==> config.mk <==
export PLATFORM = sky130hd
export DESIGN_NAME = fclr_regs
export DESIGN_NICKNAME = d
export VERILOG_FILES = /design/src/fclr_pkg.sv /design/src/fclr_regs.sv
export SDC_FILE = /design/constraint.sdc
export NUM_CORES = 1
export LEC_CHECK = 0
export ABC_AREA = 1
export BUFFER_PORTS_ARGS = -buffer_cell sky130_fd_sc_hd__buf_2
export CORE_ASPECT_RATIO = 1.25
export CORE_MARGIN = 2
export CORE_UTILIZATION = 39
export CTS_BUF_LIST = sky130_fd_sc_hd__clkbuf_16
export DETAILED_ROUTE_END_ITERATION = 6
export SYNTH_ARGS = -nofsm -noshare
export SYNTH_HDL_FRONTEND = slang
export SYNTH_SLANG_ARGS = --single-unit
==> constraint.sdc <==
create_clock -name pclk -period 6 [get_ports pclk]
set_input_delay 1.5 -clock pclk [delete_from_list [all_inputs] [get_ports pclk]]
set_output_delay 1.5 -clock pclk [all_outputs]
set_load 0.02 [all_outputs]
==> src/fclr_pkg.sv <==
package fclr_pkg;
   // ************************************************************
   // bus geometry
   // ************************************************************
   localparam int ADDR_W = 12;
   localparam int DATA_W = 32;
   localparam int IDX_W = 8;
   // ************************************************************
   // register indices (byte address is four times the index)
   // ************************************************************
   localparam logic [7:0] IDX_FAN1_MIN_DUTY = 8'h64;
   localparam logic [7:0] IDX_FAN2_MIN_DUTY = 8'h65;
   localparam logic [7:0] IDX_FAN3_MIN_DUTY = 8'h66;
   localparam logic [7:0] IDX_REMOTE1_FAN_START_TEMP = 8'h67;
   localparam logic [7:0] IDX_LOCAL_FAN_START_TEMP = 8'h68;
   localparam logic [7:0] IDX_REMOTE2_FAN_START_TEMP = 8'h69;
   localparam logic [7:0] IDX_REMOTE1_CRITICAL_LIMIT = 8'h6A;
   localparam logic [7:0] IDX_LOCAL_CRITICAL_LIMIT = 8'h6B;
   localparam logic [7:0] IDX_REMOTE2_CRITICAL_LIMIT = 8'h6C;
   localparam logic [7:0] IDX_REMOTE1_LOCAL_HYSTERESIS = 8'h6D;
   localparam logic [7:0] IDX_REMOTE2_HYSTERESIS = 8'h6E;
   localparam logic [7:0] IDX_TREE_TEST_ENABLE = 8'h6F;
   localparam logic [7:0] IDX_REMOTE1_TEMP_OFFSET = 8'h70;
   localparam logic [7:0] IDX_FAN_CONTROL = 8'h80;
   localparam logic [7:0] IDX_IRQ_STATUS = 8'h81;
   localparam logic [7:0] IDX_IRQ_MASK = 8'h82;
   localparam logic [7:0] IDX_LOOP_STATE = 8'h83;
   // ************************************************************
   // reset values
   // ************************************************************
   localparam logic [7:0] RST_MIN_DUTY = 8'h80;
   localparam logic [7:0] RST_FAN_START_TEMP = 8'h9A;
   localparam logic [7:0] RST_CRITICAL_LIMIT = 8'hA4;
   localparam logic [7:0] RST_REMOTE1_LOCAL_HYSTERESIS = 8'h44;
   localparam logic [7:0] RST_REMOTE2_HYSTERESIS = 8'h40;
   localparam logic [7:0] RST_TREE_TEST_ENABLE = 8'h00;
   localparam logic [7:0] RST_REMOTE1_TEMP_OFFSET = 8'h00;
   // ************************************************************
   // field positions and codes
   // ************************************************************
   localparam int CTRL_AUTO_FAN_LOOP_BIT = 0;
   localparam int CTRL_LOCK_BIT = 1;
   localparam int CTRL_PIN_OUT_BIT = 2;
   localparam int IRQ_FAILSAFE_BIT = 0;
   localparam int IRQ_OVERTEMP_BIT = 1;
   localparam int IRQ_FAN_START_BIT = 2;
   localparam int IRQ_W = 5;
   localparam int TREE_TEST_BIT = 0;
   localparam int HYST_LO_MSB = 3;
   localparam int HYST_HI_MSB = 7;
   localparam logic [7:0] CRIT_DISABLE_CODE = 8'h80;
   localparam logic [7:0] DUTY_FULL = 8'hFF;
   localparam logic [9:0] QUARTER_STEP = 10'h001;
   localparam int NUM_CH = 3;
endpackage : fclr_pkg

==> src/fclr_regs.sv <==
// Design decision made here: the APB interface to the registers.
`timescale 1ns/1ps
// Functional notes
// min duty writes ignored in automatic mode
// min duty code maps linearly to duty
// above start temp fan ramps from minimum
// start temps read-only after lock bit
// limits, hysteresis, test, offset lock too
// any channel over limit forces full duty
// limit code 0x80 disables that failsafe
// full duty holds until below limit minus hyst
// quarter degree over limit drives pin low
// hysteresis kept as 4-bit nibble fields
// fan stays at minimum down to start minus hyst
// software keeps hysteresis at four or more
// tree test bit selects test mode
// software leaves test reserved bits alone
// signed half-degree offset added to remote 1
// thresholds compared in reading code
module fclr_regs
   import fclr_pkg::*;
#(
   parameter int RAMP_SHIFT = 3
) (
   input wire logic pclk,
   input wire logic presetn,
   input wire logic psel,
   input wire logic penable,
   input wire logic pwrite,
   input wire logic [ADDR_W-1:0] paddr,
   input wire logic [DATA_W-1:0] pwdata,
   input wire logic [3:0] pstrb,
   output logic [DATA_W-1:0] prdata,
   output logic pready,
   output logic pslverr,
   input wire logic [9:0] remote1_temp,
   input wire logic [9:0] local_temp,
   input wire logic [9:0] remote2_temp,
   input wire logic overtemp_pin_i,
   output logic overtemp_pin_o,
   output logic overtemp_pin_oe,
   output logic [7:0] fan1_duty,
   output logic [7:0] fan2_duty,
   output logic [7:0] fan3_duty,
   output logic [2:0] pwm_out,
   output logic tree_test_mode,
   output logic irq
);

   // ************************************************************
   // helpers
   // ************************************************************
   // register codes become quarter-degree readings (two fraction bits)
   function automatic logic [9:0] to_q(input logic [7:0] code);
      to_q = {code, 2'b00};
   endfunction : to_q

   // threshold minus hysteresis, floored at zero
   function automatic logic [9:0] minus_hyst(input logic [7:0] code, input logic [3:0] hyst);
      logic [10:0] diff;
      diff = {1'b0, to_q(code)} - {5'b00000, hyst, 2'b00};
      minus_hyst = diff[10] ? 10'h000 : diff[9:0];
   endfunction : minus_hyst

   // ************************************************************
   // register storage
   // ************************************************************
   logic [7:0] min_duty [NUM_CH];
   logic [7:0] fan_start_temp [NUM_CH];
   logic [7:0] crit_limit [NUM_CH];
   logic [7:0] remote1_local_hysteresis;
   logic [7:0] remote2_hysteresis;
   logic [7:0] tree_test_enable;
   logic [7:0] remote1_temp_offset;
   logic [2:0] fan_control;
   logic [IRQ_W-1:0] irq_status;
   logic [IRQ_W-1:0] irq_mask;

   logic [IDX_W-1:0] idx;
   logic addr_ok;
   logic mapped;
   logic wr_en;
   logic locked;
   logic auto_fan_loop;
   logic [DATA_W-1:0] rd_value;

   logic pin_meta;
   logic pin_sync;
   logic [9:0] q_temp [NUM_CH];
   logic [3:0] hyst [NUM_CH];
   logic [NUM_CH-1:0] fan_active;
   logic [NUM_CH-1:0] next_fan_active;
   logic [NUM_CH-1:0] crit_hit;
   logic [NUM_CH-1:0] next_crit_hit;
   logic [NUM_CH-1:0] quarter_over;
   logic [7:0] next_duty [NUM_CH];
   logic [7:0] duty [NUM_CH];
   logic [7:0] pwm_cnt;
   logic [IRQ_W-1:0] irq_event;
   assign idx = paddr[IDX_W+1:2];
   assign addr_ok = (paddr[1:0] == 2'b00) && (paddr[ADDR_W-1:IDX_W+2] == '0);
   assign locked = fan_control[CTRL_LOCK_BIT];
   assign auto_fan_loop = fan_control[CTRL_AUTO_FAN_LOOP_BIT];
   assign wr_en = psel && penable && pready && pwrite && pstrb[0] && mapped;

   // ************************************************************
   // address decode and read mux
   // ************************************************************
   always_comb begin
      mapped = addr_ok;
      rd_value = '0;
      case (addr_ok ? idx : 8'h00)
         IDX_FAN1_MIN_DUTY: rd_value[7:0] = min_duty[0];
         IDX_FAN2_MIN_DUTY: rd_value[7:0] = min_duty[1];
         IDX_FAN3_MIN_DUTY: rd_value[7:0] = min_duty[2];
         IDX_REMOTE1_FAN_START_TEMP: rd_value[7:0] = fan_start_temp[0];
         IDX_LOCAL_FAN_START_TEMP: rd_value[7:0] = fan_start_temp[1];
         IDX_REMOTE2_FAN_START_TEMP: rd_value[7:0] = fan_start_temp[2];
         IDX_REMOTE1_CRITICAL_LIMIT: rd_value[7:0] = crit_limit[0];
         IDX_LOCAL_CRITICAL_LIMIT: rd_value[7:0] = crit_limit[1];
         IDX_REMOTE2_CRITICAL_LIMIT: rd_value[7:0] = crit_limit[2];
         IDX_REMOTE1_LOCAL_HYSTERESIS: rd_value[7:0] = remote1_local_hysteresis;
         IDX_REMOTE2_HYSTERESIS: rd_value[7:0] = remote2_hysteresis;
         IDX_TREE_TEST_ENABLE: rd_value[7:0] = tree_test_enable;
         IDX_REMOTE1_TEMP_OFFSET: rd_value[7:0] = remote1_temp_offset;
         IDX_FAN_CONTROL: rd_value[2:0] = fan_control;
         IDX_IRQ_STATUS: rd_value[IRQ_W-1:0] = irq_status;
         IDX_IRQ_MASK: rd_value[IRQ_W-1:0] = irq_mask;
         IDX_LOOP_STATE: rd_value[8:0] = {pin_sync, overtemp_pin_oe, |crit_hit, crit_hit, fan_active};
         default: mapped = 1'b0;
      endcase
   end

   // ************************************************************
   // apb handshake
   // ************************************************************
   // one wait-free access phase: answer data is latched in the setup cycle
   always_ff @(posedge pclk or negedge presetn) begin
      if (!presetn) begin
         pready <= 1'b0;
         pslverr <= 1'b0;
         prdata <= '0;
      end else begin
         pready <= psel && !penable && !pready;
         pslverr <= psel && !penable && !mapped;
         prdata <= (psel && !penable && !pwrite) ? rd_value : '0;
      end
   end

   // ************************************************************
   // minimum duty registers
   // ************************************************************
   always_ff @(posedge pclk or negedge presetn) begin
      if (!presetn) begin
         min_duty <= '{default: RST_MIN_DUTY};
      end else if (wr_en && !auto_fan_loop) begin
         for (int i = 0; i < NUM_CH; i++) begin
            if (idx == IDX_FAN1_MIN_DUTY + 8'(i)) begin
               min_duty[i] <= pwdata[7:0];
            end
         end
      end
   end

   // ************************************************************
   // lockable threshold registers
   // ************************************************************
   always_ff @(posedge pclk or negedge presetn) begin
      if (!presetn) begin
         fan_start_temp <= '{default: RST_FAN_START_TEMP};
         crit_limit <= '{default: RST_CRITICAL_LIMIT};
      end else if (wr_en && !locked) begin
         for (int i = 0; i < NUM_CH; i++) begin
            if (idx == IDX_REMOTE1_FAN_START_TEMP + 8'(i)) begin
               fan_start_temp[i] <= pwdata[7:0];
            end
            if (idx == IDX_REMOTE1_CRITICAL_LIMIT + 8'(i)) begin
               crit_limit[i] <= pwdata[7:0];
            end
         end
      end
   end

   always_ff @(posedge pclk or negedge presetn) begin
      if (!presetn) begin
         remote1_local_hysteresis <= RST_REMOTE1_LOCAL_HYSTERESIS;
         remote2_hysteresis <= RST_REMOTE2_HYSTERESIS;
         tree_test_enable <= RST_TREE_TEST_ENABLE;
         remote1_temp_offset <= RST_REMOTE1_TEMP_OFFSET;
      end else if (wr_en && !locked) begin
         if (idx == IDX_REMOTE1_LOCAL_HYSTERESIS) begin
            remote1_local_hysteresis <= pwdata[7:0];
         end
         if (idx == IDX_REMOTE2_HYSTERESIS) begin
            remote2_hysteresis <= pwdata[7:0];
         end
         if (idx == IDX_TREE_TEST_ENABLE) begin
            // reserved bits are not stored, so they read back as zero
            tree_test_enable <= {7'h00, pwdata[TREE_TEST_BIT]};
         end
         if (idx == IDX_REMOTE1_TEMP_OFFSET) begin
            remote1_temp_offset <= pwdata[7:0];
         end
      end
   end

   // ************************************************************
   // control, interrupt status and mask
   // ************************************************************
   // the lock bit only sets; clearing it needs a reset, so a hung host cannot unlock
   always_ff @(posedge pclk or negedge presetn) begin
      if (!presetn) begin
         fan_control <= 3'b000;
      end else if (wr_en && idx == IDX_FAN_CONTROL) begin
         fan_control[CTRL_AUTO_FAN_LOOP_BIT] <= pwdata[CTRL_AUTO_FAN_LOOP_BIT];
         fan_control[CTRL_PIN_OUT_BIT] <= pwdata[CTRL_PIN_OUT_BIT];
         fan_control[CTRL_LOCK_BIT] <= locked | pwdata[CTRL_LOCK_BIT];
      end
   end

   always_ff @(posedge pclk or negedge presetn) begin
      if (!presetn) begin
         irq_mask <= '0;
      end else if (wr_en && idx == IDX_IRQ_MASK) begin
         irq_mask <= pwdata[IRQ_W-1:0];
      end
   end

   // a new event in the clearing cycle survives the write-one-to-clear
   always_ff @(posedge pclk or negedge presetn) begin
      if (!presetn) begin
         irq_status <= '0;
      end else if (wr_en && idx == IDX_IRQ_STATUS) begin
         irq_status <= (irq_status & ~pwdata[IRQ_W-1:0]) | irq_event;
      end else begin
         irq_status <= irq_status | irq_event;
      end
   end

   always_ff @(posedge pclk or negedge presetn) begin
      if (!presetn) begin
         irq <= 1'b0;
      end else begin
         irq <= |((irq_status | irq_event) & irq_mask);
      end
   end

   // ************************************************************
   // readings in quarter-degree code
   // ************************************************************
   always_comb begin
      logic [11:0] sum;
      sum = {2'b00, remote1_temp} + {{3{remote1_temp_offset[7]}}, remote1_temp_offset, 1'b0};
      q_temp[0] = sum[11] ? 10'h000 : (sum[10] ? 10'h3FF : sum[9:0]);
      q_temp[1] = local_temp;
      q_temp[2] = remote2_temp;
      hyst[0] = remote1_local_hysteresis[HYST_HI_MSB -: 4];
      hyst[1] = remote1_local_hysteresis[HYST_LO_MSB -: 4];
      hyst[2] = remote2_hysteresis[HYST_HI_MSB -: 4];
   end

   // ************************************************************
   // fan start and failsafe decisions
   // ************************************************************
   // hysteresis below four degrees is honoured as written; the fan then chatters
   always_comb begin
      for (int i = 0; i < NUM_CH; i++) begin
         next_fan_active[i] = fan_active[i];
         if (q_temp[i] > to_q(fan_start_temp[i])) begin
            next_fan_active[i] = 1'b1;
         end else if (q_temp[i] <= minus_hyst(fan_start_temp[i], hyst[i])) begin
            next_fan_active[i] = 1'b0;
         end
         next_crit_hit[i] = crit_hit[i];
         if (crit_limit[i] == CRIT_DISABLE_CODE) begin
            next_crit_hit[i] = 1'b0;
         end else if (q_temp[i] > to_q(crit_limit[i])) begin
            next_crit_hit[i] = 1'b1;
         end else if (q_temp[i] < minus_hyst(crit_limit[i], hyst[i])) begin
            next_crit_hit[i] = 1'b0;
         end
         quarter_over[i] = (crit_limit[i] != CRIT_DISABLE_CODE)
            && (q_temp[i] > to_q(crit_limit[i]) + QUARTER_STEP);
      end
   end

   always_ff @(posedge pclk or negedge presetn) begin
      if (!presetn) begin
         fan_active <= '0;
         crit_hit <= '0;
      end else begin
         fan_active <= next_fan_active;
         crit_hit <= next_crit_hit;
      end
   end

   always_comb begin
      irq_event = '0;
      irq_event[IRQ_FAILSAFE_BIT] = |next_crit_hit && !(|crit_hit);
      irq_event[IRQ_OVERTEMP_BIT] = fan_control[CTRL_PIN_OUT_BIT] && |quarter_over && !overtemp_pin_oe;
      irq_event[IRQ_FAN_START_BIT +: NUM_CH] = next_fan_active & ~fan_active;
   end

   // ************************************************************
   // duty computation
   // ************************************************************
   always_comb begin
      logic [7:0] rise;
      logic [15:0] ramp;
      logic [16:0] total;
      rise = 8'h00;
      ramp = '0;
      total = '0;
      for (int i = 0; i < NUM_CH; i++) begin
         rise = (q_temp[i][9:2] > fan_start_temp[i]) ? q_temp[i][9:2] - fan_start_temp[i] : 8'h00;
         ramp = 16'({8'h00, rise} << RAMP_SHIFT);
         total = {9'h000, min_duty[i]} + {1'b0, ramp};
         if (|crit_hit) begin
            next_duty[i] = DUTY_FULL;
         end else if (!fan_active[i]) begin
            next_duty[i] = 8'h00;
         end else if (total > {9'h000, DUTY_FULL}) begin
            next_duty[i] = DUTY_FULL;
         end else begin
            next_duty[i] = total[7:0];
         end
      end
   end

   always_ff @(posedge pclk or negedge presetn) begin
      if (!presetn) begin
         duty <= '{default: 8'h00};
      end else begin
         duty <= next_duty;
      end
   end

   assign fan1_duty = duty[0];
   assign fan2_duty = duty[1];
   assign fan3_duty = duty[2];

   // ************************************************************
   // pulse-width generation
   // ************************************************************
   // 255-step period: code 0xFF is held high so it reaches full speed
   always_ff @(posedge pclk or negedge presetn) begin
      if (!presetn) begin
         pwm_cnt <= 8'h00;
      end else begin
         pwm_cnt <= (pwm_cnt == 8'hFE) ? 8'h00 : pwm_cnt + 8'h01;
      end
   end

   always_ff @(posedge pclk or negedge presetn) begin
      if (!presetn) begin
         pwm_out <= '0;
      end else begin
         for (int i = 0; i < NUM_CH; i++) begin
            pwm_out[i] <= (duty[i] == DUTY_FULL) || (pwm_cnt < duty[i]);
         end
      end
   end

   // ************************************************************
   // overtemperature pin and test mode
   // ************************************************************
   always_ff @(posedge pclk or negedge presetn) begin
      if (!presetn) begin
         pin_meta <= 1'b0;
         pin_sync <= 1'b0;
      end else begin
         pin_meta <= overtemp_pin_i;
         pin_sync <= pin_meta;
      end
   end

   // open drain: the pin is only ever pulled low
   always_ff @(posedge pclk or negedge presetn) begin
      if (!presetn) begin
         overtemp_pin_o <= 1'b0;
         overtemp_pin_oe <= 1'b0;
      end else begin
         overtemp_pin_o <= 1'b0;
         overtemp_pin_oe <= fan_control[CTRL_PIN_OUT_BIT] && |quarter_over;
      end
   end

   always_ff @(posedge pclk or negedge presetn) begin
      if (!presetn) begin
         tree_test_mode <= 1'b0;
      end else begin
         tree_test_mode <= tree_test_enable[TREE_TEST_BIT];
      end
   end

endmodule : fclr_regs

# Yosys cells after proc, flatten, opt, wreduce, memory -nomap -nowiden
# Cells that the tools add are included.
[word_totals]
reg_bits = 167
inputBits = 84
wordCells = 219
[classes]
n_addsub = 17
n_lt_le_gt_ge = 24
n_eq_ne = 43
muxes = 44
bitwise_logic = 8
n_reduce_logical = 52
[op_table]
columns = ["operator", "n"]
rows = [
  ["8-bit by 7-bit == test with 1-bit output (second input constant)", 26],
  ["8-bit == test (second input constant)", 14],
  ["8-bit two-way mux", 14],
  ["10-bit greater-than comparator", 9],
  ["10-bit two-way mux", 8],
  ["10-bit by 6-bit subtractor with 11-bit output", 6],
  ["3-bit one-hot mux with 17 select lines", 1],
  ["3-bit one-hot mux with 13 select lines", 1],
  ["8-bit by 11-bit adder with 12-bit output", 3],
  ["12-bit by 8-bit greater-than comparator with 1-bit output (second input constant)", 3],
  ["10-bit by 1-bit adder with 10-bit output (second input constant)", 3],
  ["10-bit <= comparator", 3],
  ["10-bit less-than comparator", 3],
  ["2-bit one-hot mux with 15 select lines", 1],
  ["2-bit AND reduction", 13],
  ["8-bit greater-than comparator", 3],
  ["8-bit less-than comparator", 3],
  ["8-bit != test (second input constant)", 3],
  ["8-bit subtractor", 3],
  ["1-bit logical AND", 21],
  ["1-bit two-way mux", 17],
  ["17-bit OR reduction", 1],
  ["11-bit by 9-bit adder with 12-bit output", 1],
  ["5-bit AND", 2],
  ["13 further kinds", 26],
]

# Depth between registers and ports, before layout
[depth]
ltp_word = 12
depth_mapped = 35
mapped_depth_nobuf = 35

# Worst setup path after synthesis
# No wires, ideal clock.
[synth_path]
path_type = "input to register"
from = "input remote1_temp[1]"
to = "register duty (netlist bit fan1_duty[7])"
arrival_time_ps = 5711
t_required_ps = 5857
slack_ps = 145
path_stages = 28
path_buffers = 0
path_cell_list = "ha_1 inv_1 fa_1 inv_1 a31oi_1 o21ai_0 a31oi_1 or2_2 a21oi_1 ha_1 nand2_1 inv_1 a221oi_1 nand2_1 nand2_2 inv_1 nand2_1 inv_1 ha_1 nand3_1 nand2_1 a21oi_1 o21ai_0 nand4_1 a21oi_2 nand3_1 nand2_1 nand2_1"
[synth_rtl]
columns = ["item", "line", "text"]
rows = [
  ["start: declaration", "fclr_regs.sv:36", "input wire logic [9:0] remote1_temp,"],
  ["end signal: assignment", "fclr_regs.sv:334", "duty <= next_duty;"],
  ["end: declaration", "fclr_regs.sv:97", "logic [7:0] duty [NUM_CH];"],
]

==> metrics.txt <==
via/cell ratio=around 5.3; setup TNS=0 ns; routed via count=around 13,000; # nets final=2,180; Final Cycle Share=93.1%; CP Launch Type=input port; fraction of registers with async set/reset=100%; synthesis-stage register bit count=167; footprint of the multi-input gates=8140 µm²; worst-path fanout max=8; Fmax achieved=179 MHz; CP Capture Type=flop; Buffers & Inverters on Critical Path=8; total track usage=around a quarter; hold slack=0.373 ns; Clock Skew=0.0157 ns; final wirelength=42.8 mm; post-synthesis sequential area ratio=30.9%; crit-path max cell delay=0.39 ns; Port-buffer cells=97; Clk pin slew, worst setup/hold paths=0.08 ns; Final HPWL DP=34.1 mm; EDFF count, synth=0; DR WL/cell=17.8 µm; Inserted Clock Buffers=17; final setup vio count=0; Final Wtd Congestion=a little under 1; Clk Tree Root Cell=clkbuf_16; share of cells above drive strength 1=13.0%; pin count of the biggest net entering global routing=between 100 and 150; antenna fix cells=0; r2r setup slk=1.07 ns; chip height=213 µm; Cells after Synth=1,791; # H-tree levels=4; Yosys Warn Count=0; clock latency on the worst-skew pair=0.44 ns; Max Cap Viol=0; DR DRC count=0; Commonest cells post-synth=nand2_1 (361), inv_1 (267), ha_1 (164); initial antenna violation count=0; initial core utilization=39.5%; cell family with most CP delay=compound AO/OA/AOI/OAI gates; First-pass DRT Iterations=5; synth unique cells=58; Worst Hold Class=reg2reg; VDD IR-drop max=between 0.15 and 0.2 mV; Worst EP required=6.33 ns; area leader, netlist=dfrtp_1; Critical Path Most Common Cell=nand2_1; mapped cell area=13,600 µm²; synthesized area per cell=7.60 µm²; FF/Latch Area=4210 µm²; IO Count=between 100 and 150; vias in the first global route=12,368; post-synth top area share=25.7%; leakage power=7.35 nW; slowest CP cell=fa_1; Die X=about 170 µm; total congestion overflow=0; Max-slew headroom=41.2%; TritonCTS clock tree=done; Slew Viols, Final=0; slew of the pin with the lowest slew margin=0.882 ns; Fillers=3,566; PD cells=171 nW/µm²; kind of critical path=in2reg; Fin. Hold Viols=0; hold_buf cts=0; most frequent cell after synthesis=nand2_1; fin crit period=5.58 ns; ranking of synthesized cells by area=dfrtp_1 (26%), ha_1 (15%), nand2_1 (10%); global-route wire length before repair=66.8 mm; Most used DFF post-synth=dfrtp_1; Area Growth Syn to Fin=13.0%; Iteration-0 DRC Markers=between 800 and 900; Die ar.=36,400 µm²; WP data arrival=5.91 ns; clk sink count=167; CTS max path bufs=2; row cnt=76; Routed Antenna Nets=0; core area=between 30,000 and 40,000 µm²; status=completed
flip-flops by register name, indices dropped and copies added (netlist names), 8 cells and up:
signal / flops
crit_limit: 24
fan_start_temp: 24
min_duty: 24
prdata: 9
fan1_duty: 8
fan2_duty: 8
fan3_duty: 8
pwm_cnt: 8
remote1_local_hysteresis: 8
remote1_temp_offset: 8
remote2_hysteresis: 8
logic make-up after synthesis:
logic type	after synthesis	share of synthesized area [%]
AO/OA/AOI/OAI	410	17.1
XOR/XNOR	23	1.48
adder cells (fa/ha/maj)	177	17.0
buffers and inverters	321	10.0
flip-flops	167	30.9
other	1	0.0275
AND/OR/NAND/NOR	692	23.4
where the power goes:
group          total, mW  switching [mW]  internal [mW]
Sequential          1.14         0.00799           1.13
Combinational      0.332           0.219          0.114
Clock               1.16           0.555          0.608
layout by cell type, fill, tap and decap left out, types with 72 or more instances in the layout:
| master | n |
|---|---|
| o21ai_0 | 102 |
| buf_2 | 96 |
| o21ai_1 | 91 |
| nor2_1 | 134 |
| inv_1 | 267 |
| nand3_1 | 72 |
| nand2_1 | 361 |
| a21oi_1 | 107 |
| dfrtp_1 | 140 |
| ha_1 | 164 |
path summary, 6_finish.rpt:
kind                       depth (start not counted)                        end                                from
min in group asynchronous                          1  crit_limit[4]$_DFFE_PN0P_                             presetn
hold / removal                                     0         pin_sync$_DFF_PN0_                  pin_meta$_DFF_PN0_
max in group asynchronous                          2   min_duty[18]$_DFFE_PN0P_                             presetn
setup / recovery                                  33     fan1_duty[6]$_DFF_PN0_                     remote1_temp[1]
hold reg to reg                                    0         pin_sync$_DFF_PN0_                  pin_meta$_DFF_PN0_
setup reg to reg                                  32     fan1_duty[6]$_DFF_PN0_  remote1_temp_offset[0]$_DFFE_PN0P_
repair_timing:
item | 4_1_cts | 5_1_grt
gates resized for setup | 0 | 6
buffers inserted | 0 | 1
endpoints found under the setup margin | 0 | 8
worst reg2reg max path: cells and delay by family, from the launching register on:
kind	cells	cell delay (ns)
fa+ha+maj	4	1.18
compound gates	9	1.36
buf+inv	7	0.68
flops	1	0.45
simple gates	12	1.15
routing by layer:
layer  vias up  track usage, %  wire, µm
met4         0            9.38      1830
met2       403            41.1     20200
met3        90            4.10      2400
met5         -               0         0
met1      5958            30.3     18300
li1       6279               -         -
per-stage QoR:
step	power, mW	area, µm²	utilization [%]	cells	worst slack (ns)
detailed placement	1.49	14700	42.8	2367	-0.176
global placement	1.48	14700	42.8	2367	-0.0817
finish	2.63	15400	44.7	2400	0.417
CTS	2.65	15400	44.6	2399	0.261
global route	2.75	15400	44.7	2400	-0.0176
floorplan	1.36	13700	-	1814	0.145
final cells by class:
class                   instances  share of cell area, %
clock buffers                  17                   2.77
inverters                     271                   6.62
clock inverters                15                   1.28
repair buffers                136                   5.21
well taps                     468                   3.81
flip-flops and latches        167                   27.4
multi-input cells            1326                   52.9
(Power assumes the default switching activity.)
